### src/rtl/lmpb_consts.vh
// Constants for the link management parameter bank
`ifndef LMPB_CONSTS_VH
`define LMPB_CONSTS_VH

// Sizes
`define LMPB_NUM_VC            4
`define LMPB_NUM_LANES         2
`define LMPB_VC_NUM_W          2
`define LMPB_PRIO_W            4
`define LMPB_BW_W              7
`define LMPB_SLOT_MAX          256
`define LMPB_SLOT_CNT_W        9
`define LMPB_SLOT_WORDS        8
`define LMPB_LANES_W           3
`define LMPB_RXERR_W           8
`define LMPB_RETRY_W           16
`define LMPB_IDLE_W            20
`define LMPB_BC_SEQ_W          8

// Timing
`define LMPB_CLK_PERIOD_NS     10
`define LMPB_IDLE_TIME_NS      1000000

// Global register byte offsets
`define LMPB_OFF_NUM_SLOTS     11'h000
`define LMPB_OFF_IDLE_LIMIT    11'h004
`define LMPB_OFF_REQ_LANES     11'h008
`define LMPB_OFF_LANE_CTRL     11'h00C
`define LMPB_OFF_STATUS        11'h014
`define LMPB_OFF_RETRY_CNT     11'h018
`define LMPB_OFF_LANE_STAT     11'h01C
`define LMPB_OFF_RXERR         11'h020

// Per-VC block: base + vc*16 + reg*4
`define LMPB_VC_BASE_HI        3'h1
`define LMPB_VC_REG_NUM        2'h0
`define LMPB_VC_REG_PRIO       2'h1
`define LMPB_VC_REG_BW         2'h2
`define LMPB_VC_REG_STAT       2'h3
// Slot bitmaps: 0x400 + vc*32 + word*4

// Lane control and lane status fields
`define LMPB_LANE_HI_POS       8

// Global status bits
`define LMPB_ST_BC_MISSED      0
`define LMPB_ST_BC_SEQ_ERR     1
`define LMPB_ST_CRC16          2
`define LMPB_ST_CRC8_SEQ       3
`define LMPB_ST_RETRY_EMPTY    4
`define LMPB_ST_VCNUM_LOCK     5

// Per-VC status bits
`define LMPB_VS_OVERUSE        0
`define LMPB_VS_UNDERUSE       1
`define LMPB_VS_HAS_CREDIT     2
`define LMPB_VS_OVERFLOW       3

// Cold reset values
`define LMPB_RST_NUM_SLOTS     9'h100
`define LMPB_RST_REQ_LANES     3'h1
`define LMPB_RST_PRIO          4'hF
`define LMPB_RST_BW_VC0        7'h0A
`define LMPB_RST_BW_OTHER      7'h00
`define LMPB_RST_LANE_CTRL     2'h0

`endif

### src/rtl/lmpb_param_bank.v
// Management parameter store: config and status registers behind Avalon-MM
`timescale 1ns/1ns
`include "lmpb_consts.vh"
// Contract
// Config parameters writable and readable.
// Cold reset restores config defaults.
// VC numbers reset to 0..3; writable only after cold reset.
// Priority 0..15 per VC, reset 15.
// Up to 256 slots, reset 256.
// Per-VC slot bitmap, all ones after reset.
// Shared idle limit, default 1 ms.
// Required lane count.
// Lane start mode, reset 0.
// Lane autostart, reset 0.
// Warm and cold reset clear status; W1C otherwise.
// Per-VC overuse flag.
// Underuse when credit maximal for idle limit.
// Per-VC far-end credit indication.
// Per-VC input overflow flag.
// Sequence step of two sets missed flag.
// Step not one or two sets error, first exempt.
// 16-bit checksum failure flag.
// 8-bit checksum or sequence error flag.
// Live retry-buffer-empty status.
// Retry count, plus one per retry.
// Lane active, signal loss flags, error counter.
module lmpb_param_bank #(
    parameter [`LMPB_IDLE_W-1:0] IDLE_CYCLES = `LMPB_IDLE_TIME_NS / `LMPB_CLK_PERIOD_NS
) (
    // Clock and resets
    input  wire                                       ref_clk_in,
    input  wire                                       rst_b_in,
    input  wire                                       cold_reset_in,
    input  wire                                       warm_reset_in,
    // Avalon-MM slave
    input  wire [10:0]                                avs_address_in,
    input  wire                                       avs_read_in,
    input  wire                                       avs_write_in,
    input  wire [31:0]                                avs_writedata_in,
    input  wire [3:0]                                 avs_byteenable_in,
    output reg  [31:0]                                avs_readdata_out,
    output reg                                        avs_waitrequest_out,
    // Virtual channel status sources
    input  wire [`LMPB_NUM_VC-1:0]                    vc_overuse_in,
    input  wire [`LMPB_NUM_VC-1:0]                    vc_credit_max_in,
    input  wire [`LMPB_NUM_VC-1:0]                    vc_has_credit_in,
    input  wire [`LMPB_NUM_VC-1:0]                    vc_overflow_in,
    // Broadcast sequence
    input  wire                                       bc_valid_in,
    input  wire [`LMPB_BC_SEQ_W-1:0]                  bc_seq_in,
    // Quality layer
    input  wire                                       crc16_err_in,
    input  wire                                       crc8_err_in,
    input  wire                                       frame_seq_err_in,
    input  wire                                       retry_empty_in,
    input  wire                                       retry_start_in,
    // Lane layer
    input  wire [`LMPB_NUM_LANES-1:0]                 lane_active_in,
    input  wire [`LMPB_NUM_LANES-1:0]                 signal_loss_in,
    input  wire [`LMPB_NUM_LANES*`LMPB_RXERR_W-1:0]   receive_error_count_in,
    // Configuration outputs and per-VC underuse status
    output reg  [`LMPB_NUM_VC*`LMPB_VC_NUM_W-1:0]     vc_num_out,
    output reg  [`LMPB_NUM_VC*`LMPB_PRIO_W-1:0]       vc_prio_out,
    output reg  [`LMPB_NUM_VC*`LMPB_BW_W-1:0]         vc_bw_out,
    output wire [`LMPB_NUM_VC*`LMPB_SLOT_MAX-1:0]     vc_slots_out,
    output reg  [`LMPB_SLOT_CNT_W-1:0]                num_slots_out,
    output reg  [`LMPB_LANES_W-1:0]                   req_lanes_out,
    output reg  [`LMPB_NUM_LANES-1:0]                 lane_start_out,
    output reg  [`LMPB_NUM_LANES-1:0]                 lane_autostart_out,
    output reg  [`LMPB_NUM_VC-1:0]                    vc_underuse_out
);

    reg  [`LMPB_SLOT_MAX-1:0]   slot_reg [0:`LMPB_NUM_VC-1];
    reg  [`LMPB_IDLE_W-1:0]     idle_limit_reg;
    reg                         vcnum_lock_reg;
    reg  [5:0]                  status_reg;
    reg  [3:0]                  vc_stat_reg [0:`LMPB_NUM_VC-1];
    reg  [`LMPB_RETRY_W-1:0]    retry_cnt_reg;
    reg  [`LMPB_NUM_LANES-1:0]  los_flag_reg;
    reg  [`LMPB_BC_SEQ_W-1:0]   bc_last_reg;
    reg                         bc_first_reg;
    reg  [31:0]                 rdata_next;

    wire                        wr_go;
    wire                        rd_go;
    wire [1:0]                  vc_sel;
    wire [2:0]                  word_sel;
    wire                        vc_hit;
    wire                        slot_hit;
    wire [`LMPB_BC_SEQ_W-1:0]   bc_step;
    wire [`LMPB_NUM_VC-1:0]     underuse_hit;
    wire [31:0]                 nslot_wr;
    wire [31:0]                 idle_wr;

    // Write takes effect only at the edge where waitrequest is seen low
    assign wr_go    = avs_write_in & ~avs_waitrequest_out;
    assign rd_go    = avs_read_in & avs_waitrequest_out;
    assign vc_sel   = avs_address_in[5:4];
    assign word_sel = avs_address_in[4:2];
    assign vc_hit   = (avs_address_in[10:8] == `LMPB_VC_BASE_HI) &&
                      (avs_address_in[7:6] == 2'h0);
    assign slot_hit = avs_address_in[10] && (avs_address_in[9:7] == 3'h0);
    assign bc_step  = bc_seq_in - bc_last_reg;
    assign nslot_wr = lmpb_merge({23'h00_0000, num_slots_out}, avs_writedata_in,
        avs_byteenable_in);
    assign idle_wr  = lmpb_merge({12'h000, idle_limit_reg}, avs_writedata_in,
        avs_byteenable_in);

    function [31:0] lmpb_merge;
        input [31:0] old_val;
        input [31:0] wdata;
        input [3:0]  be;
        integer      k;
        begin
            lmpb_merge = old_val;
            for (k = 0; k < 4; k = k + 1) begin
                if (be[k]) begin
                    lmpb_merge[8*k +: 8] = wdata[8*k +: 8];
                end
            end
        end
    endfunction

    // One-cycle waitrequest drop per request
    always @(posedge ref_clk_in or negedge rst_b_in) begin
        if (!rst_b_in) begin
            avs_waitrequest_out <= 1'b1;
            avs_readdata_out    <= 32'h0000_0000;
        end else begin
            avs_waitrequest_out <= ~((avs_read_in | avs_write_in) & avs_waitrequest_out);
            if (rd_go) begin
                avs_readdata_out <= rdata_next;
            end
        end
    end

    // Per-VC idle timers
    genvar g;
    generate
        for (g = 0; g < `LMPB_NUM_VC; g = g + 1) begin : g_vc
            reg [`LMPB_IDLE_W-1:0] idle_cnt_reg;
            // credit held at maximum
            assign underuse_hit[g] = vc_credit_max_in[g] && (idle_cnt_reg >= idle_limit_reg);
            always @(posedge ref_clk_in or negedge rst_b_in) begin
                if (!rst_b_in) begin
                    idle_cnt_reg <= {`LMPB_IDLE_W{1'b0}};
                end else if (cold_reset_in || warm_reset_in || !vc_credit_max_in[g]) begin
                    idle_cnt_reg <= {`LMPB_IDLE_W{1'b0}};
                end else if (idle_cnt_reg < idle_limit_reg) begin
                    idle_cnt_reg <= idle_cnt_reg + 1'b1;
                end
            end
            assign vc_slots_out[g*`LMPB_SLOT_MAX +: `LMPB_SLOT_MAX] = slot_reg[g];
        end
    endgenerate

    // Configuration registers
    integer v, u;
    always @(posedge ref_clk_in or negedge rst_b_in) begin
        if (!rst_b_in) begin
            for (v = 0; v < `LMPB_NUM_VC; v = v + 1) begin
                // consecutive channel numbers
                vc_num_out[v*`LMPB_VC_NUM_W +: `LMPB_VC_NUM_W] <= v[`LMPB_VC_NUM_W-1:0];
                // priority reset
                vc_prio_out[v*`LMPB_PRIO_W +: `LMPB_PRIO_W]    <= `LMPB_RST_PRIO;
                vc_bw_out[v*`LMPB_BW_W +: `LMPB_BW_W]          <= (v == 0) ?
                    `LMPB_RST_BW_VC0 : `LMPB_RST_BW_OTHER;
                // all slots allowed
                slot_reg[v] <= {`LMPB_SLOT_MAX{1'b1}};
            end
            // full schedule length
            num_slots_out      <= `LMPB_RST_NUM_SLOTS;
            // 1 ms default
            idle_limit_reg     <= IDLE_CYCLES;
            req_lanes_out      <= `LMPB_RST_REQ_LANES;
            lane_start_out     <= `LMPB_RST_LANE_CTRL;
            lane_autostart_out <= `LMPB_RST_LANE_CTRL;
            vcnum_lock_reg     <= 1'b0;
        end else if (cold_reset_in) begin
            // cold reset restores defaults
            for (v = 0; v < `LMPB_NUM_VC; v = v + 1) begin
                vc_num_out[v*`LMPB_VC_NUM_W +: `LMPB_VC_NUM_W] <= v[`LMPB_VC_NUM_W-1:0];
                vc_prio_out[v*`LMPB_PRIO_W +: `LMPB_PRIO_W]    <= `LMPB_RST_PRIO;
                vc_bw_out[v*`LMPB_BW_W +: `LMPB_BW_W]          <= (v == 0) ?
                    `LMPB_RST_BW_VC0 : `LMPB_RST_BW_OTHER;
                slot_reg[v] <= {`LMPB_SLOT_MAX{1'b1}};
            end
            num_slots_out      <= `LMPB_RST_NUM_SLOTS;
            idle_limit_reg     <= IDLE_CYCLES;
            req_lanes_out      <= `LMPB_RST_REQ_LANES;
            lane_start_out     <= `LMPB_RST_LANE_CTRL;
            lane_autostart_out <= `LMPB_RST_LANE_CTRL;
            vcnum_lock_reg     <= 1'b0;
        end else if (wr_go) begin
            // configuration writes
            if (avs_address_in == `LMPB_OFF_NUM_SLOTS) begin
                num_slots_out  <= (nslot_wr > 32'h0000_0100) ? `LMPB_RST_NUM_SLOTS :
                    nslot_wr[`LMPB_SLOT_CNT_W-1:0];
                vcnum_lock_reg <= 1'b1;
            end else if (avs_address_in == `LMPB_OFF_IDLE_LIMIT) begin
                idle_limit_reg <= idle_wr[`LMPB_IDLE_W-1:0];
                vcnum_lock_reg <= 1'b1;
            end else if (avs_address_in == `LMPB_OFF_REQ_LANES) begin
                // required lane count
                if (avs_byteenable_in[0]) begin
                    req_lanes_out <= avs_writedata_in[`LMPB_LANES_W-1:0];
                end
                vcnum_lock_reg <= 1'b1;
            end else if (avs_address_in == `LMPB_OFF_LANE_CTRL) begin
                // lane start mode
                if (avs_byteenable_in[0]) begin
                    lane_start_out <= avs_writedata_in[`LMPB_NUM_LANES-1:0];
                end
                // lane autostart
                if (avs_byteenable_in[1]) begin
                    lane_autostart_out <= avs_writedata_in[`LMPB_LANE_HI_POS +:
                        `LMPB_NUM_LANES];
                end
                vcnum_lock_reg <= 1'b1;
            end else if (vc_hit) begin
                if (avs_address_in[3:2] == `LMPB_VC_REG_NUM) begin
                    // number change only before lock
                    if (!vcnum_lock_reg && avs_byteenable_in[0]) begin
                        vc_num_out[vc_sel*`LMPB_VC_NUM_W +: `LMPB_VC_NUM_W] <=
                            avs_writedata_in[`LMPB_VC_NUM_W-1:0];
                    end
                end else if (avs_address_in[3:2] == `LMPB_VC_REG_PRIO) begin
                    if (avs_byteenable_in[0]) begin
                        vc_prio_out[vc_sel*`LMPB_PRIO_W +: `LMPB_PRIO_W] <=
                            avs_writedata_in[`LMPB_PRIO_W-1:0];
                    end
                    vcnum_lock_reg <= 1'b1;
                end else if (avs_address_in[3:2] == `LMPB_VC_REG_BW) begin
                    if (avs_byteenable_in[0]) begin
                        vc_bw_out[vc_sel*`LMPB_BW_W +: `LMPB_BW_W] <=
                            avs_writedata_in[`LMPB_BW_W-1:0];
                    end
                    vcnum_lock_reg <= 1'b1;
                end
            end else if (slot_hit) begin
                slot_reg[avs_address_in[6:5]][word_sel*32 +: 32] <= lmpb_merge(
                    slot_reg[avs_address_in[6:5]][word_sel*32 +: 32],
                    avs_writedata_in, avs_byteenable_in);
                vcnum_lock_reg <= 1'b1;
            end
        end
    end

    // Status flags; a set in the clearing cycle wins
    always @(posedge ref_clk_in or negedge rst_b_in) begin
        if (!rst_b_in) begin
            status_reg      <= 6'h00;
            retry_cnt_reg   <= 16'h0000;
            los_flag_reg    <= 2'h0;
            vc_underuse_out <= 4'h0;
            bc_last_reg     <= 8'h00;
            bc_first_reg    <= 1'b1;
            for (u = 0; u < `LMPB_NUM_VC; u = u + 1) begin
                vc_stat_reg[u] <= 4'h0;
            end
        end else begin
            // warm or cold reset clears status
            if (cold_reset_in || warm_reset_in) begin
                status_reg    <= 6'h00;
                retry_cnt_reg <= 16'h0000;
                los_flag_reg  <= 2'h0;
                for (u = 0; u < `LMPB_NUM_VC; u = u + 1) begin
                    vc_stat_reg[u] <= 4'h0;
                end
            end else begin
                // write-one-to-clear, set wins
                if (wr_go && avs_address_in == `LMPB_OFF_STATUS && avs_byteenable_in[0]) begin
                    status_reg[3:0] <= status_reg[3:0] & ~avs_writedata_in[3:0];
                end
                if (bc_valid_in && !bc_first_reg) begin
                    // sequence skipped by one
                    if (bc_step == 8'h02) begin
                        status_reg[`LMPB_ST_BC_MISSED] <= 1'b1;
                    end
                    // any other step than one or two
                    if (bc_step != 8'h01 && bc_step != 8'h02) begin
                        status_reg[`LMPB_ST_BC_SEQ_ERR] <= 1'b1;
                    end
                end
                // CRC-16 failure
                if (crc16_err_in) begin
                    status_reg[`LMPB_ST_CRC16] <= 1'b1;
                end
                // CRC-8 or frame sequence error
                if (crc8_err_in || frame_seq_err_in) begin
                    status_reg[`LMPB_ST_CRC8_SEQ] <= 1'b1;
                end
                // retry count, any write clears
                if (wr_go && avs_address_in == `LMPB_OFF_RETRY_CNT) begin
                    retry_cnt_reg <= {15'h0000, retry_start_in};
                end else if (retry_start_in) begin
                    retry_cnt_reg <= retry_cnt_reg + 1'b1;
                end
                // signal loss while active
                if (wr_go && avs_address_in == `LMPB_OFF_LANE_STAT && avs_byteenable_in[1]) begin
                    los_flag_reg <= (los_flag_reg & ~avs_writedata_in[9:8]) |
                        (signal_loss_in & lane_active_in);
                end else begin
                    los_flag_reg <= los_flag_reg | (signal_loss_in & lane_active_in);
                end
                for (u = 0; u < `LMPB_NUM_VC; u = u + 1) begin
                    // overuse, R13: underuse, R15: overflow
                    if (wr_go && vc_hit && vc_sel == u[1:0] &&
                        avs_address_in[3:2] == `LMPB_VC_REG_STAT && avs_byteenable_in[0]) begin
                        vc_stat_reg[u] <= (vc_stat_reg[u] & ~avs_writedata_in[3:0]) |
                            {vc_overflow_in[u], 1'b0, underuse_hit[u], vc_overuse_in[u]};
                    end else begin
                        vc_stat_reg[u] <= vc_stat_reg[u] |
                            {vc_overflow_in[u], 1'b0, underuse_hit[u], vc_overuse_in[u]};
                    end
                end
            end
            // first value after cold reset is exempt
            if (cold_reset_in) begin
                bc_last_reg  <= 8'h00;
                bc_first_reg <= 1'b1;
            end else if (bc_valid_in) begin
                bc_last_reg  <= bc_seq_in;
                bc_first_reg <= 1'b0;
            end
            status_reg[`LMPB_ST_RETRY_EMPTY] <= 1'b0;
            status_reg[`LMPB_ST_VCNUM_LOCK]  <= 1'b0;
            for (u = 0; u < `LMPB_NUM_VC; u = u + 1) begin
                vc_underuse_out[u] <= vc_stat_reg[u][`LMPB_VS_UNDERUSE];
            end
        end
    end

    // Read mux
    always @* begin
        rdata_next = 32'h0000_0000;
        if (avs_address_in == `LMPB_OFF_NUM_SLOTS) begin
            rdata_next[`LMPB_SLOT_CNT_W-1:0] = num_slots_out;
        end else if (avs_address_in == `LMPB_OFF_IDLE_LIMIT) begin
            rdata_next[`LMPB_IDLE_W-1:0] = idle_limit_reg;
        end else if (avs_address_in == `LMPB_OFF_REQ_LANES) begin
            rdata_next[`LMPB_LANES_W-1:0] = req_lanes_out;
        end else if (avs_address_in == `LMPB_OFF_LANE_CTRL) begin
            rdata_next[`LMPB_NUM_LANES-1:0] = lane_start_out;
            rdata_next[`LMPB_LANE_HI_POS +: `LMPB_NUM_LANES] = lane_autostart_out;
        end else if (avs_address_in == `LMPB_OFF_STATUS) begin
            rdata_next[3:0] = status_reg[3:0];
            // retry buffer empty, live
            rdata_next[`LMPB_ST_RETRY_EMPTY] = retry_empty_in;
            rdata_next[`LMPB_ST_VCNUM_LOCK]  = vcnum_lock_reg;
        end else if (avs_address_in == `LMPB_OFF_RETRY_CNT) begin
            rdata_next[`LMPB_RETRY_W-1:0] = retry_cnt_reg;
        end else if (avs_address_in == `LMPB_OFF_LANE_STAT) begin
            // lane active and signal loss
            rdata_next[`LMPB_NUM_LANES-1:0] = lane_active_in;
            rdata_next[`LMPB_LANE_HI_POS +: `LMPB_NUM_LANES] = los_flag_reg;
        end else if (avs_address_in == `LMPB_OFF_RXERR) begin
            rdata_next[`LMPB_NUM_LANES*`LMPB_RXERR_W-1:0] = receive_error_count_in;
        end else if (vc_hit) begin
            if (avs_address_in[3:2] == `LMPB_VC_REG_NUM) begin
                rdata_next[`LMPB_VC_NUM_W-1:0] = vc_num_out[vc_sel*`LMPB_VC_NUM_W +:
                    `LMPB_VC_NUM_W];
            end else if (avs_address_in[3:2] == `LMPB_VC_REG_PRIO) begin
                rdata_next[`LMPB_PRIO_W-1:0] = vc_prio_out[vc_sel*`LMPB_PRIO_W +:
                    `LMPB_PRIO_W];
            end else if (avs_address_in[3:2] == `LMPB_VC_REG_BW) begin
                rdata_next[`LMPB_BW_W-1:0] = vc_bw_out[vc_sel*`LMPB_BW_W +: `LMPB_BW_W];
            end else begin
                rdata_next[3:0] = vc_stat_reg[vc_sel];
                // far-end credit, live
                rdata_next[`LMPB_VS_HAS_CREDIT] = vc_has_credit_in[vc_sel];
            end
        end else if (slot_hit) begin
            rdata_next = slot_reg[avs_address_in[6:5]][word_sel*32 +: 32];
        end
    end

endmodule

### config.mk
export PLATFORM = sky130hd
export DESIGN_NAME = lmpb_param_bank
export DESIGN_NICKNAME = d
export VERILOG_FILES = /design/src/rtl/lmpb_param_bank.v
export VERILOG_INCLUDE_DIRS = /design/src /design/src/rtl
export SDC_FILE = /design/constraint.sdc
export NUM_CORES = 2
export LEC_CHECK = 0
export BUFFER_PORTS_ARGS = -buffer_cell sky130_fd_sc_hd__clkbuf_2
export CORE_AREA = 5 5 478 480
export DETAILED_ROUTE_END_ITERATION = 12
export DIE_AREA = 0 0 483 485
export HOLD_SLACK_MARGIN = 0.1
export PLACE_DENSITY = 0.47
export SYNTH_ARGS = -nofsm -noshare
export SYNTH_HDL_FRONTEND = slang
export SYNTH_SLANG_ARGS = --single-unit
### constraint.sdc
create_clock -name ref_clk_in -period 3.1 [get_ports ref_clk_in]
set_input_delay 0 -clock ref_clk_in [delete_from_list [all_inputs] [get_ports ref_clk_in]]
set_output_delay 0 -clock ref_clk_in [all_outputs]
set_load 0.005 [all_outputs]
[After elaboration in Yosys (flattened, before gate mapping)]
Cells that the tools add are included.
W data, S select, Z words.
Storage, ports and cells
  register bits: 1277
  input port bits: 103
Operators by class
  multiply operators: 1
  $add $sub $neg: 10
  shifts and indexed selects: 12
  reduce and logical (&&, ||, !) cells: 80
  magnitude comparators: 13
  bitwise operators: 27
  equal/unequal tests: 26
  multiplexer cells: 226
Operators by type and width (number)
  $mux W1024: 8
  $bwmux W1024: 1
  $mux W256: 3
  $bmux W256 S2: 1
  $demux W256 S2: 1
  $mux W16: 30
  $mux W8: 53
  $mux W28: 11
  $mux W20: 13
  $shift A32 B34 Y256 const A: 1
  $shiftx A256 B9 Y32: 1
  $shiftx A32 B34 Y256: 1
  $mux W25: 9
  $mux W22: 8
  $mux W26: 5
  $add A20 B1 Y20 const B: 4
  $ge A20 B20 Y1: 4
  $lt A20 B20 Y1: 4
  $mux W9: 5
  $mux W2: 22
  $mux W4: 11
  $mux W6: 7
  $reduce_bool A2 Y1: 19
  $neg A3 Y34: 1
  other kinds (70): 172

[Logic depth before layout (Yosys ltp)]
  depth after elaboration: 45
  mapped depth: 14
  depth with buffers taken out: 10

[Worst setup path before layout]
Ideal clock, no wire load.
  kind: input to register
  start: input avs_address_in[3]
  end: register slot_reg (netlist bit vc_slots_out[488])
  data required time: 3.038 ns
  library setup time: 0.062 ns
  stages on the path: 12
  arrival: 3.001 ns
  slack: 0.037 ns
  path through: inv_1 -> buf_2 -> buf_4 -> buf_1 -> ha_1 -> ha_1 -> nor3_1 -> nand2_1 -> nand2b_1 -> clkbuf_1 -> clkbuf_1 -> o32a_1
Between the ends
  word-level cells in the longest chain between the ends: 20
  elaborated cells between the ends (all ways): 60
  classes of those cells: 1 x add/sub; 7 x eq/ne; 3 x shift; 47 x mux; 2 x reduce/logical
Ends and longest elaborated chain
  from (decl): line lmpb_param_bank.v:36  | input wire [10:0] avs_address_in,
  $shiftx A256 B9 Y32: line lmpb_param_bank.v:242  | slot_reg[avs_address_in[6:5]][word_sel*32 +: 32],
  $mux W8: line lmpb_param_bank.v:117  | if (be[k]) begin
  $mux W8: line lmpb_param_bank.v:240  | end else if (slot_hit) begin
  $mux W8: line lmpb_param_bank.v:220  | end else if (vc_hit) begin
  $mux W8: line lmpb_param_bank.v:209  | end else if (avs_address_in == `LMPB_OFF_LANE_CTRL) begin
  $mux W8: line lmpb_param_bank.v:203  | end else if (avs_address_in == `LMPB_OFF_REQ_LANES) begin
  $mux W8: line lmpb_param_bank.v:200  | end else if (avs_address_in == `LMPB_OFF_IDLE_LIMIT) begin
  $mux W8: line lmpb_param_bank.v:196  | if (avs_address_in == `LMPB_OFF_NUM_SLOTS) begin
  [... 4 more ...]
  $mux W1024: line lmpb_param_bank.v:240
  $mux W1024: line lmpb_param_bank.v:220
  $mux W1024: line lmpb_param_bank.v:209
  $mux W1024: line lmpb_param_bank.v:203
  $mux W1024: line lmpb_param_bank.v:200
  $mux W1024: line lmpb_param_bank.v:196
  $mux W1024: line lmpb_param_bank.v:194  | end else if (wr_go) begin
  $mux W1024: line lmpb_param_bank.v:179  | end else if (cold_reset_in) begin
  to (signal, indexed assignment): line lmpb_param_bank.v:169  | slot_reg[v] <= {`LMPB_SLOT_MAX{1'b1}};
  to (signal, indexed assignment): line lmpb_param_bank.v:186  | slot_reg[v] <= {`LMPB_SLOT_MAX{1'b1}};
  to (signal, indexed assignment): line lmpb_param_bank.v:241  | slot_reg[avs_address_in[6:5]][word_sel*32 +: 32] <= lmpb_merge(
  to (decl): line lmpb_param_bank.v:73  | reg [`LMPB_SLOT_MAX-1:0] slot_reg [0:`LMPB_NUM_VC-1];
Parallel ways exist; a longest one is shown, timed or not. The select of a mux whose other input is x is not followed.
A chain may end at the register's enable or synchronous reset.

[Worst setup path after layout]
  start: register avs_waitrequest_out
  end: register slot_reg (netlist bit vc_slots_out[655])
Between the ends
  word-level cells in the longest chain between the ends: 4
Ends and longest elaborated chain
  from (decl): line lmpb_param_bank.v:42  | output reg avs_waitrequest_out,
  from (signal assigned): line lmpb_param_bank.v:130  | avs_waitrequest_out <= ~((avs_read_in | avs_write_in) & avs_waitrequest_out);
  $not A1 Y1: line lmpb_param_bank.v:96  | assign wr_go = avs_write_in & ~avs_waitrequest_out;
  $and A1 B1 Y1: line lmpb_param_bank.v:96
  $reduce_bool A2 Y1 (no source line)
  $reduce_and A7 Y1 (no source line)
Every way passes these cells.

==> metrics.yaml <==
grt_pass1_vias: 60293
power.switching_mw: 11.19
via_count: 62080
post-route-period-util_pct: 97.30
drt_wl_total_mm: 421.2
viasPerCell: 5.830
path_common_cell: "buf_4"
relSlewSlack_pct: 28.90
core_area_um2: 223800
ys_types: 88
initial_core_util_pct: 28.13
hold_viol: 0
async_flop_share_pct: 100.0
post_dp_cell_area_um2: 76680
die_area_um2: 234300
power_density_nw_per_um2: 483.7
synth-seq-area-share_pct: 52.70
syn_area_per_cell_um2: 10.63
ant_nets: 0
gp_congestion: 0.9549
final_nets: 7727
post_drt_wl_per_cell_um: 39.55
synthCells: 5921
synth_seq_cells: 1273
seqPwrFrac_pct: 41.7
period_minus_slack_ns: 3.016
antenna_found_initial: 49
synth.net_count: 6130
critPathCaptureType: "flip-flop"
max_freq_mhz: 331.5
ioPinCount: 1232
syn_area_um2: 62960
drt_iter0_drc: 7222
path_cells: "nand2b_1 -> nor3_4 -> buf_4 -> nand2_4 -> buf_12 -> nor3_2 -> buf_4 -> a21oi_1"
yosysWarnings: 0
cts.path.max_buffers: 3
numCtsBuffers: 158
cts_tree: "done"
crit_buf_inv: 3
p_sw_share_pct: 27.48
cp.required_ns: 3.83
grt_pass1_wl_mm: 561.1
peakVddDrop_mv: 0.5710
synth-edff-count: 0
start_kind: "flip-flop"
layout-drive-gt1-share_pct: 45.68
power_frac_comb_pct: 10.1
setup_viol: 0
largest_reg_flops: 1024
maxCapViolCount: 0
intPower_mw: 29.53
hpwlAfterDp_mm: 316.1
grt_max_degree: 101
finClkSkew_ns: 0.05735
io_buffers: 1231
leakage_nw: 33.02
fin_ws_ns: 0.08363
dp_slack_ns: -0.7142
tightestPinTransition_ns: 1.061
crit_fanout: 30
die_h_um: 485
num_rows: 174
pwr-share-clk_pct: 48.1
cpLargestDelayFamily: "simple AND/OR/NAND/NOR gates"
path_class: "reg2reg"
grt.total_usage_pct: 34.61
clock_sinks: 1273
min_path_type: "in2reg"
worstPathArrival_ns: 3.75
tns_ns: 0
clockRootBuffer: "clkbuf_16"
fin_area_um2: 84180
rsz0062_at_grt: "false"
dr.pass1.iters: 6
run_status: "finished, final reports clean"
cts-htree-levels: 4
areaGrowthSynthToFinish_pct: 33.70
fin_hold_ws_ns: 0.1794
slew_violations: 0
insertion_delay_ns: 0.85
synth_ff_type: "dfstp_2"
die_x_um: 483
drc: 0
clk_pin_slew_ns: 0.06
gr-total-overflow: 0
worst_path_largest_cell_delay_ns: 0.51
total_power_mw: 40.72
cp_slowest_cell: "nor3_2"
-- logic make-up (layout without fill, tap and decap cells) --
family          count (synthesis)  in the layout  synth area share [%]
mux                           388            388                 12.07
fa+ha+maj                     106            106                 2.118
xor+xnor                       34             34                0.4730
buf+inv                       554           2278                 3.979
other cells                     0             11                     0
compound gates               1827           1827                 16.79
flops                        1273           1273                 52.70
simple gates                 1739           1740                 11.88
-- through the flow --
step | cells | util, %
2_1_floorplan | 5921 | -
3_3_place_gp | 10152 | 34.26
3_5_place_dp | 10152 | 34.26
4_1_cts | 10631 | 37.55
5_1_grt | 10641 | 37.60
6_report | 10649 | 37.61
-- worst min-delay path: stages --
cell and delay (ns):
buf_8 0.25, buf_12 0.24, nor4_2 0.07, buf_4 0.21, a21oi_1 0.15
-- worst paths after layout --
kind,startpoint,endpoint,slack [ns],cells after the start
setup / recovery,avs_waitrequest_out$_DFF_PN1_,vc_slots_out[655]$_DFFE_PN1P_,0.08,8
setup reg to reg,avs_waitrequest_out$_DFF_PN1_,vc_slots_out[655]$_DFFE_PN1P_,0.08,8
min in group asynchronous,rst_b_in,vc_bw_out[17]$_DFFE_PN0P_,0.57,4
hold reg to reg,vc_stat_reg[13]$_DFF_PN0_,vc_underuse_out[0]$_DFF_PN0_,0.43,0
max in group asynchronous,rst_b_in,vc_slots_out[634]$_DFFE_PN1P_,1.56,5
hold / removal,avs_address_in[5],vc_slots_out[745]$_DFFE_PN1P_,0.18,5
-- metal layers --
layer	part of all wire [%]	vias up	GRT usage (%)	routed length, um
met4	6.8	10	19.09	28440
met5	0.017	-	0	70
met2	44	4077	52.84	185600
met1	39	32390	43.41	162700
li1	-	24722	-	-
met3	11	881	11.12	44390
-- area by class of cell --
cell class                 instances  area (um^2)
antenna                           11        27.53
clock inverter                    54        716.9
multi-input combinational       4095        27940
fill                           22505       139600
timing repair buffer            1913        13570
tap                             2992         3744
inverter                          77        301.5
sequential                      1273        33180
clock buffer                     234         4703
-- Yosys cell counts (all sizes together), types with 10 or more instances --
cell       n  area share [%]
nor2b     13            0.13
a31oi     28            0.28
nand4     51            0.51
or2       10           0.099
o21ai    229             1.8
or3       29            0.29
or4       37            0.44
dfrtp    217             8.6
and2      24            0.24
o22a      51            0.71
clkbuf   278             1.7
xnor2     17            0.24
mux4     286              10
a211oi    32            0.38
o31ai     41            0.51
a21o      49            0.58
dfstp   1056              44
nor4      26            0.27
o211ai    17            0.20
nor3      92            0.74
o221ai    11            0.17
a22oi     30            0.36
nand3     62            0.49
mux2i     96             1.7
o32a      23            0.37
and3      34            0.34
o21a      12            0.16
nand2b    19            0.19
inv       74            0.44
buf      199             1.9
o22ai    101             1.0
nor2    1027             6.1
nand2    297             1.8
a21oi   1130             9.2
ha       105             2.1
xor2      17            0.24
-- timing repair --
item	in CTS	in global routing
gates cloned	1	0
hold buffers	190	1
endpoints found under the hold margin	1554	2
pin swaps	1	0
setup endpoints to repair	190	41
resized for setup	3	13
setup buffers	0	6
-- power groups by stage --
stage	sequential, mW	combinational, mW	clock, mW
after floorplan	17.2	1.52	0
after CTS	17.0	4.09	19.8
after global placement	17.2	3.86	0
final	17.0	4.13	19.6
after global routing	17.0	4.28	20.5
after detailed placement	17.2	3.87	0
-- cell usage in the layout (no fill, tap or decap), types with 84 or more instances in the layout --
master / instances
nor3_1: 84
a21oi_1: 1100
buf_4: 354
dlygate4sd3_1: 189
ha_1: 104
clkbuf_2: 1225
o21ai_0: 206
o22ai_1: 100
nand2_1: 277
dfstp_2: 1056
nor2_1: 991
mux4_2: 276
mux2i_1: 87
clkbuf_16: 161
buf_12: 140
dfrtp_1: 217
Power figures use the tool's default switching activity.
